File: src/qhpm_pkg.sv
/*
  Shared constants for the quarter-hour performance-monitoring accumulator.
  Assumes one system clock; ticks arrive as one-cycle pulses on that clock.
*/
package qhpm_pkg;
  localparam int NOMINAL_S       = 900;
  localparam int DOUBT_TOL_S     = 10;
  localparam int HIST_SLOTS      = 16;
  localparam int HIST_SEL_W      = 4;
  localparam int CAP_ES          = 900;
  localparam int CAP_UAS         = 900;
  localparam int CAP_SES         = 810;
  localparam int CAP_BBE_HO      = 2160000;
  localparam int CAP_BBE_CRC30   = 270000;
  localparam int CAP_BBE_CRC805  = 724500;
  localparam int CNT_W_DEF       = 22;
  localparam int ELAPSED_W_DEF   = 10;
  localparam int EVENT_W_DEF     = 16;
  localparam int OFFSET_W        = 18;
endpackage : qhpm_pkg

File: src/qhpm_history.sv
/*
  Sixteen-slot shift chain of finished quarter-hour intervals, slot 0 newest.
  Assumes push is a one-cycle pulse from the accumulator.
*/
`timescale 1ns/1ns
`default_nettype none
module qhpm_history #(
  parameter int CNT_W = qhpm_pkg::CNT_W_DEF,
  parameter int ELW   = qhpm_pkg::ELAPSED_W_DEF
) (
  input  wire logic                        clk_sys_in,
  input  wire logic                        rst_in,
  input  wire logic                        init_in,
  input  wire logic                        push_in,
  input  wire logic [CNT_W-1:0]            push_count_in,
  input  wire logic [ELW-1:0]              push_elapsed_in,
  input  wire logic                        push_doubt_in,
  input  wire logic [qhpm_pkg::HIST_SEL_W-1:0] sel_in,
  output logic [CNT_W-1:0]                 history_slot_counts_out,
  output logic [ELW-1:0]                   history_elapsed_out,
  output logic                             history_doubt_out
);
  import qhpm_pkg::*;

  typedef struct packed {
    logic [CNT_W-1:0] count;
    logic [ELW-1:0]   elapsed;
    logic             doubt;
  } qhpm_slot_s;

  typedef struct packed {
    qhpm_slot_s [HIST_SLOTS-1:0] slot;
    qhpm_slot_s                  rd;
  } qhpm_hist_s;

  qhpm_hist_s state_reg;
  qhpm_hist_s state_next;

  always_comb begin
    state_next = state_reg;
    if (init_in) begin
      for (int i = 0; i < HIST_SLOTS; i++) begin
        state_next.slot[i] = '{count: '0, elapsed: '0, doubt: 1'b1};
      end
    end else if (push_in) begin
      // Oldest slot falls off the end
      for (int i = HIST_SLOTS-1; i > 0; i--) begin // RULE16
        state_next.slot[i] = state_reg.slot[i-1];
      end
      state_next.slot[0] = '{count: push_count_in, elapsed: push_elapsed_in,
                             doubt: push_doubt_in}; // RULE11
    end
    state_next.rd = state_reg.slot[sel_in];
  end

  always_ff @(posedge clk_sys_in) begin
    if (rst_in) begin
      state_reg <= '0;
    end else begin
      state_reg <= state_next;
    end
  end

  assign history_slot_counts_out = state_reg.rd.count;
  assign history_elapsed_out     = state_reg.rd.elapsed;
  assign history_doubt_out       = state_reg.rd.doubt;
endmodule : qhpm_history
`default_nettype wire

File: src/qhpm_accumulator.sv
/*
  Current quarter-hour register: saturating event count, elapsed seconds,
  data-doubt flag, hand-over into a sixteen-slot history at each boundary.
  Assumes ticks and presets are one-cycle pulses on clk_sys_in, derived from
  the element time-of-day clock, and that the event value is valid with
  second_tick_in.
*/
// What this block does
// (RULE1) Add event value each processed second
// (RULE2) Count saturates, holds until cleared or handed
// (RULE3) Count spans zero to nominal interval count
// (RULE4) Capacity meets per-layer sizing table minimum
// (RULE5) 2M CRC capacity 270000 or 724500
// (RULE6) Doubt flag when elapsed off 900 by >10
// (RULE7) Preset beyond 10 s sets doubt flag
// (RULE8) Data loss or initialisation sets doubt flag
// (RULE9) Elapsed field counts processed seconds, >=900
// (RULE10) Elapsed saturates, holds until cleared or handed
// (RULE11) Period end: hand over, then clear
// (RULE12) Time set outside interval ends period
// (RULE13) New period: elapsed, flag, count zero
// (RULE14) Start of processing clears all fields
// (RULE15) Current values readable on report request
// (RULE16) Hand-over lands in slot zero, chain shifts
// (RULE17) Second tick qualifies, quarter tick bounds
// (RULE18) Boundary-second value counts in fresh interval
`timescale 1ns/1ns
`default_nettype none
module qhpm_accumulator #(
  parameter int CNT_W     = qhpm_pkg::CNT_W_DEF,
  parameter int ELW       = qhpm_pkg::ELAPSED_W_DEF,
  parameter int EVENT_W   = qhpm_pkg::EVENT_W_DEF,
  parameter int MIN_COUNT = qhpm_pkg::CAP_BBE_HO
) (
  input  wire logic                            clk_sys_in,
  input  wire logic                            rst_in,
  input  wire logic                            start_in,
  input  wire logic                            second_tick_in,
  input  wire logic                            quarter_hour_tick_in,
  input  wire logic [EVENT_W-1:0]              interval_event_input_in,
  input  wire logic                            time_preset_in,
  input  wire logic signed [qhpm_pkg::OFFSET_W-1:0] time_preset_offset_in,
  input  wire logic                            time_preset_outside_in,
  input  wire logic                            data_loss_in,
  input  wire logic                            report_req_in,
  input  wire logic [qhpm_pkg::HIST_SEL_W-1:0] history_sel_in,
  output logic [CNT_W-1:0]                     quarter_hour_count_out,
  output logic [ELW-1:0]                       elapsed_time_out,
  output logic                                 data_doubt_flag_out,
  output logic                                 report_valid_out,
  output logic [CNT_W-1:0]                     report_count_out,
  output logic [ELW-1:0]                       report_elapsed_out,
  output logic                                 report_doubt_out,
  output logic [CNT_W-1:0]                     history_slot_counts_out,
  output logic [ELW-1:0]                       history_elapsed_out,
  output logic                                 history_doubt_out
);
  import qhpm_pkg::*;

  localparam logic [CNT_W-1:0] CNT_MAX = '1;
  localparam logic [ELW-1:0]   EL_MAX  = '1;
  localparam logic [ELW-1:0]   EL_LOW  = ELW'(NOMINAL_S - DOUBT_TOL_S);
  localparam logic [ELW-1:0]   EL_HIGH = ELW'(NOMINAL_S + DOUBT_TOL_S);
  localparam logic [OFFSET_W-1:0] TOL_OFS = OFFSET_W'(DOUBT_TOL_S);

  // Capacity must cover the monitored parameter's interval count
  if ((64'(1) << CNT_W) - 64'(1) < 64'(MIN_COUNT)) begin : g_cnt_narrow // RULE3 RULE4 RULE5
    $error("CNT_W too narrow for MIN_COUNT");
  end
  if ((64'(1) << ELW) - 64'(1) < 64'(NOMINAL_S + DOUBT_TOL_S)) begin : g_el_narrow // RULE9
    $error("ELW too narrow for elapsed time");
  end
  if (EVENT_W > CNT_W || EVENT_W < 1) begin : g_event_width
    $error("EVENT_W must be 1..CNT_W");
  end

  typedef struct packed {
    logic             active;
    logic             first;
    logic [CNT_W-1:0] count;
    logic [ELW-1:0]   elapsed;
    logic             doubt;
    logic             rep_valid;
    logic [CNT_W-1:0] rep_count;
    logic [ELW-1:0]   rep_elapsed;
    logic             rep_doubt;
  } qhpm_acc_s;

  qhpm_acc_s state_reg;
  qhpm_acc_s state_next;

  function automatic logic [CNT_W-1:0] sat_add(input logic [CNT_W-1:0] base,
                                               input logic [EVENT_W-1:0] ev);
    logic [CNT_W:0] sum;
    sum = {1'b0, base} + (CNT_W+1)'(ev);
    sat_add = sum[CNT_W] ? CNT_MAX : sum[CNT_W-1:0];
  endfunction : sat_add

  function automatic logic off_nominal(input logic [ELW-1:0] el);
    off_nominal = (el < EL_LOW) || (el > EL_HIGH);
  endfunction : off_nominal

  logic                period_end;
  logic                big_preset;
  logic [OFFSET_W-1:0] ofs_mag;
  logic                push_doubt;

  assign ofs_mag    = time_preset_offset_in[OFFSET_W-1] ?
                      OFFSET_W'(-time_preset_offset_in) : time_preset_offset_in;
  assign big_preset = time_preset_in && (ofs_mag > TOL_OFS); // RULE7
  assign period_end = state_reg.active &&
                      (quarter_hour_tick_in || time_preset_outside_in); // RULE12 RULE17
  // Interval handed over is doubtful if it ran off nominal or began mid-period
  assign push_doubt = state_reg.doubt || state_reg.first ||
                      off_nominal(state_reg.elapsed); // RULE6 RULE8

  always_comb begin
    state_next = state_reg;
    state_next.rep_valid = 1'b0;
    if (start_in) begin
      state_next.active  = 1'b1;
      state_next.first   = 1'b1;
      state_next.count   = '0; // RULE14
      state_next.elapsed = '0;
      state_next.doubt   = 1'b0;
    end else if (state_reg.active) begin
      if (period_end) begin
        state_next.first = 1'b0;
        state_next.doubt = 1'b0; // RULE13
        if (second_tick_in) begin
          state_next.count   = sat_add('0, interval_event_input_in); // RULE18
          state_next.elapsed = ELW'(1);
        end else begin
          state_next.count   = '0; // RULE11
          state_next.elapsed = '0;
        end
      end else if (second_tick_in) begin
        state_next.count = sat_add(state_reg.count, interval_event_input_in); // RULE1 RULE2
        if (state_reg.elapsed != EL_MAX) begin // RULE10
          state_next.elapsed = state_reg.elapsed + ELW'(1); // RULE9
        end
      end
      // Setting events win over the period clear
      if (big_preset || data_loss_in) begin
        state_next.doubt = 1'b1; // RULE7 RULE8
      end
      if (!period_end && state_reg.elapsed > EL_HIGH) begin
        state_next.doubt = 1'b1; // RULE6
      end
    end
    if (report_req_in) begin
      state_next.rep_valid   = 1'b1; // RULE15
      state_next.rep_count   = state_reg.count;
      state_next.rep_elapsed = state_reg.elapsed;
      state_next.rep_doubt   = state_reg.doubt;
    end
  end

  always_ff @(posedge clk_sys_in) begin
    if (rst_in) begin
      state_reg <= '0;
    end else begin
      state_reg <= state_next;
    end
  end

  assign quarter_hour_count_out = state_reg.count;
  assign elapsed_time_out       = state_reg.elapsed;
  assign data_doubt_flag_out    = state_reg.doubt;
  assign report_valid_out       = state_reg.rep_valid;
  assign report_count_out       = state_reg.rep_count;
  assign report_elapsed_out     = state_reg.rep_elapsed;
  assign report_doubt_out       = state_reg.rep_doubt;

  qhpm_history #(
    .CNT_W (CNT_W),
    .ELW   (ELW)
  ) u_history (
    .clk_sys_in              (clk_sys_in),
    .rst_in                  (rst_in),
    .init_in                 (start_in),
    .push_in                 (period_end && !start_in),
    .push_count_in           (state_reg.count),
    .push_elapsed_in         (state_reg.elapsed),
    .push_doubt_in           (push_doubt),
    .sel_in                  (history_sel_in),
    .history_slot_counts_out (history_slot_counts_out),
    .history_elapsed_out     (history_elapsed_out),
    .history_doubt_out       (history_doubt_out)
  );

  logic plain_sec;
  assign plain_sec = state_reg.active && !start_in && second_tick_in && !period_end;
endmodule : qhpm_accumulator
`default_nettype wire

File: config.mk
export PLATFORM = sky130hd
export DESIGN_NAME = qhpm_accumulator
export DESIGN_NICKNAME = d
export VERILOG_FILES = /design/src/qhpm_pkg.sv /design/src/qhpm_history.sv /design/src/qhpm_accumulator.sv
export SDC_FILE = /design/constraint.sdc
export NUM_CORES = 1
export LEC_CHECK = 0
export BUFFER_PORTS_ARGS = -buffer_cell sky130_fd_sc_hd__buf_2
export CELL_PAD_IN_SITES_DETAIL_PLACEMENT = 1
export CELL_PAD_IN_SITES_GLOBAL_PLACEMENT = 2
export CORE_MARGIN = 2
export CORE_UTILIZATION = 41
export CTS_BUF_LIST = sky130_fd_sc_hd__clkbuf_16
export DETAILED_ROUTE_END_ITERATION = 12
export GPL_TIMING_DRIVEN = 0
export PLACE_DENSITY_LB_ADDON = 0.1
export SKIP_CTS_REPAIR_TIMING = 1
export SLEW_MARGIN = 20
export SYNTH_ARGS = -nofsm -noshare
export SYNTH_HDL_FRONTEND = slang
export SYNTH_SLANG_ARGS = --single-unit
File: constraint.sdc
create_clock -name clk_sys_in -period 8.3 [get_ports clk_sys_in]
set_input_delay 2.49 -clock clk_sys_in [delete_from_list [all_inputs] [get_ports clk_sys_in]]
set_output_delay 2.49 -clock clk_sys_in [all_outputs]
set_load 0.05 [all_outputs]
* Word-level counts from Yosys, hierarchy flattened *
Index checks and enable logic that the tools add are counted.
Widths: inputs -> output; s select.

storage, ports and cells
  bits in registers = 630
  input port bits = 47
  output and inout port bits = 100
  logic and storage cells = 106

operators by class
  reduce and logical (&&, ||, !) cells = 22
  $lt $le $gt $ge = 4
  add/sub/neg operators = 3
  equal/unequal tests = 1
  muxes and demuxes = 16

operators with widths
  kind                   number
  $mux 496               2
  $bmux 33 s4            1
  $mux 34                3
  $mux 32                2
  $mux 33                1
  $mux 26                1
  $add 22x16->23         1
  $mux 22                1
  $gt 18x4->1 const B    1
  $mux 18                1
  $neg 18->18            1
  $add 10x1->10 const B  1
  $gt 10x10->1 const B   1
  $lt 10x10->1 const B   1
  $mux 10                1
  $ne 10x10->1 const B   1
  $reduce_bool 2->1      5
  $reduce_and 2->1       3
  $logic_or 1x1->1       5
  $lt 4x5->1 const B     1
  $logic_and 1x1->1      4
  $mux 1                 3
  $reduce_and 3->1       1
  $reduce_bool 3->1      1
  other kinds (2)        3

* Logic depth before layout (Yosys ltp) *
  depth in word-level cells = 9
  gate-level depth with buffers = 10
  gate-level depth less buffers = 9

* By module *
From an unflattened synthesis, not the netlist that was laid out.

second synthesis, totals
  cells, all modules = 2879
  area, all modules = 28970.3 um^2

modules (own cells, without submodules)
  module            cells an instance  sequential area each (um^2)  instances  area an instance (um^2)
  qhpm_history      2326               11230.8                      1          24375.9
  qhpm_accumulator  553                1381.3                       1          4594.4

* Least setup slack after synthesis *
Ideal clock, no wire load.

  path type = input to register
  from = in interval_event_input_in[0]
  to = reg state_reg (netlist bit quarter_hour_count_out[10])
  setup slack = 3726 ps
  library setup time = 132 ps
  required time = 8168 ps
  stages on the path = 10
  arrival time = 4442 ps
  path buffers = 1
  cells stage by stage = ha_1 fa_1 a211o_1 a21oi_1 nor3_1 o21ai_1 nor2_1 clkbuf_1 o21ai_0 a21oi_1

between the ends
  word-level cells in the longest chain between the ends = 4

RTL lines
  item                    line                     source
  start: declaration      qhpm_accumulator.sv:40   input wire logic [EVENT_W-1:0] interval_event_input_in,
  $add 22x16->23          qhpm_accumulator.sv:95   sum = {1'b0, base} + (CNT_W+1)'(ev);
  $mux 22                 qhpm_accumulator.sv:96   sat_add = sum[CNT_W] ? CNT_MAX : sum[CNT_W-1:0];
  $mux 32                 qhpm_accumulator.sv:137  end else if (second_tick_in) begin
  $mux 32                 qhpm_accumulator.sv:127  if (period_end) begin
  end signal: assignment  qhpm_accumulator.sv:163  state_reg <= state_next;
  end: declaration        qhpm_accumulator.sv:89   qhpm_acc_s state_reg;

Every way passes these cells. The select of a mux whose other input is x is not followed.
A chain may end at the register's enable or synchronous reset.

* Worst setup path after layout *
  from = in rst_in
  to = reg u_history.state_reg[45] (netlist name)

between the ends
  word-level cells in the longest chain between the ends = 1

RTL lines
  item                              line                    source
  start: declaration                qhpm_accumulator.sv:36  input wire logic rst_in,
  $reduce_or 2->1 (no source line)  -
  end signal: assignment            qhpm_history.sv:60      state_reg <= state_next;
  end: declaration                  qhpm_history.sv:36      qhpm_hist_s state_reg;

Every way passes these cells.

==> results.toml <==
[synth]
synth_top_family_by_area = "simple AND/OR/NAND/NOR gates"
yosys.area.top_type = "dfxtp_1"
synth_compound_area_share_pct = 13.2
yosys-top-cells-area = "dfxtp_1 (46%), nand2_1 (15%), mux4_2 (14%), a21oi_1 (10%), clkbuf_1 (2.8%)"
ys.flop_type = "dfxtp_1"
ys_seq_area_share_pct = 46.1
yosys-mux-area-fraction_pct = 15.0
synthXorXnorAreaFrac_pct = 0.672
yosysUniqueCellTypes = 63
async_reset_ff_share_pct = 0
netlist_area_um2 = 27400
synth.net_count = 3207
synthAdderAreaFrac_pct = 0.942
synth_simple_gate_area_share_pct = 18.0
synth_edf_count = 0
synthTopCellsByCount = "nand2_1 (1,084), dfxtp_1 (630), a21oi_1 (556), clkbuf_1 (204), mux4_2 (165)"
yosysWarnings = 0
synth_top_area_share_pct = 46.1
synth_most_common_cell = "nand2_1"
synth_cells = 3140
ys_ff_latch = 630
syn_area_per_cell_um2 = 8.71

[flow_run]
maxCapViolCount = 0

[clocking]
cts_tree = "built"
path_clk_slew_ns = 0.06
h-tree-depth = 3
cts_root_buf = "clkbuf_16"
clock_sinks = 630
cts_max_path_buffers = 3
clock_latency_ns = 0.61
numCtsBuffers = 72

[die]
io_pins = 147
row_count = 94
die_h_um = 262
die-area_um2 = 68800
start_util_pct = 41.5
core_area_um2 = 65900
die_x_um = 262

[grt]
grt_max_degree = 15
track_usage_pct = 25.7
grt_pass1_wl_um = 140000
grt_overflow = 0
grt_pass1_vias = 24300
antenna_found_initial = 3

[sta]
slew_headroom_pct = 23.3
skew_ns = 0.0182
slew_viol_final = 0
hold_viol = 0
finalCritPeriodShare_pct = 62.9
timing.setup.tns_ns = 0
finalCriticalPeriod_ns = 5.22
worst_pin_slew_ns = 1.15
fmax_mhz = 192
rsz0062_at_grt = "false"
setup_viol = 0

[drt]
finalWirelength_um = 89500
wl_per_cell_um = 20.9
drt_first_pass_iters = 5
wl_met3_um = 3400
route.met2.wl_um = 43200
ant_nets = 0
route.detailed.drc = 0
drt_iter0_drc = 1096
dr.max_layer_used = "met4"
viasPerCell = 5.37
dr_total_vias = 23000
route.layer.met1.wl_um = 40000

[finish]
largest_register_ffs = 528
fin_nets = 3422
area_delta_synth_final_pct = 15.0
layout-drive-gt1-share_pct = 15.3

[setup_path]
critPathMaxFanout = 10
critical_path_required_ns = 8.75
arrival_ns = 5.67
end_kind = "flip-flop"
worstSetupStartpointType = "primary input"
path_class = "in2reg"
rrSetupSlack_ns = 5.04

[pwr]
vdd_ir_drop_max_mv = 0.147
power_mw = 6.68
power_density_nw_per_um2 = 213
p_leak_nw = 10.7

[placement]
dp_hpwl_um = 68900
gp_congestion = 0.861
io_buffers = 141

[status]
status = "finished clean"

[hold_path]
hold_class = "reg2reg"
worst paths after layout:
| path | from | end | depth (start not counted) |
|---|---|---|---|
| min | u_history.state_reg[560] | u_history.state_reg[560] | 2 |
| max | rst_in | u_history.state_reg[45] | 7 |
| min reg2reg | u_history.state_reg[560] | u_history.state_reg[560] | 2 |
| max reg2reg | state_reg[68] | u_history.state_reg[533] | 6 |
cells by family after synthesis:
logic type,Yosys count
AND/OR/NAND/NOR,1245
AO/OA/AOI/OAI,677
flip-flops,630
buffers and inverters,345
multiplexers,202
XOR/XNOR,21
adder cells (fa/ha/maj),20
final cells by class:
class | instances | area, um2
clock inverter | 57 | 470
inverter | 7 | 26.3
sequential | 630 | 12600
tap | 864 | 1080
fill | 7778 | 34400
antenna | 4 | 10.0
clock buffer | 73 | 1830
timing repair buffer | 141 | 706
buffer | 338 | 1640
multi-input combinational | 2165 | 13100
cell usage in the layout, fill, tap and decap left out, drive strengths merged, types with 3 or more instances in the layout:
| cell type | n |
|---|---|
| mux2i | 34 |
| mux2 | 3 |
| o31a | 4 |
| a31oi | 19 |
| nor2b | 39 |
| mux4 | 165 |
| o211ai | 5 |
| nand4 | 6 |
| xor2 | 11 |
| o21ai | 42 |
| a21oi | 556 |
| xnor2 | 10 |
| a311oi | 4 |
| nor2 | 68 |
| clkbuf | 277 |
| and3 | 4 |
| nand2 | 1084 |
| clkinvlp | 3 |
| a211o | 3 |
| or2 | 4 |
| o211a | 3 |
| nor4 | 3 |
| inv | 25 |
| a32oi | 4 |
| dfxtp | 630 |
| a21o | 6 |
| a211oi | 7 |
| ha | 19 |
| buf | 275 |
| a221oi | 3 |
| and4 | 4 |
| nand3 | 13 |
| nor3 | 12 |
| clkinv | 28 |
| diode | 4 |
| bufinv | 8 |
per-layer routing:
| metal | track usage [%] | vias up |
|---|---|---|
| met5 | 0 | - |
| met4 | 8.32 | 0 |
| met3 | 3.76 | 147 |
| li1 | - | 11100 |
| met1 | 33.4 | 11400 |
| met2 | 43.9 | 383 |
per-stage QoR:
stage	util [%]	area (um2)	instances	worst slack, ns	hold WS, ns
after global placement	44.2	29100	4145	2.29	0.440
after CTS	47.7	31400	4275	3.12	0.457
after floorplan	-	27400	3140	3.73	0.433
after detailed placement	44.2	29100	4145	2.52	0.448
after global routing	47.7	31400	4275	2.97	0.486
final	47.7	31400	4279	3.08	0.456
worst max-delay path: stages:
cell and delay, ns:
buf_2 0.21, or2_2 0.14, clkbuf_1 0.32, clkbuf_1 0.76, buf_1 0.87, clkbuf_1 0.72
a21oi_1 0.13
power by group:
part / switching (mW) / total [mW] / internal [mW]
sequential: 0.0140 / 3.05 / 3.04
clock: 1.32 / 3.16 / 1.85
combinational: 0.350 / 0.469 / 0.119
Note: power is estimated with default switching activity, not from simulation.
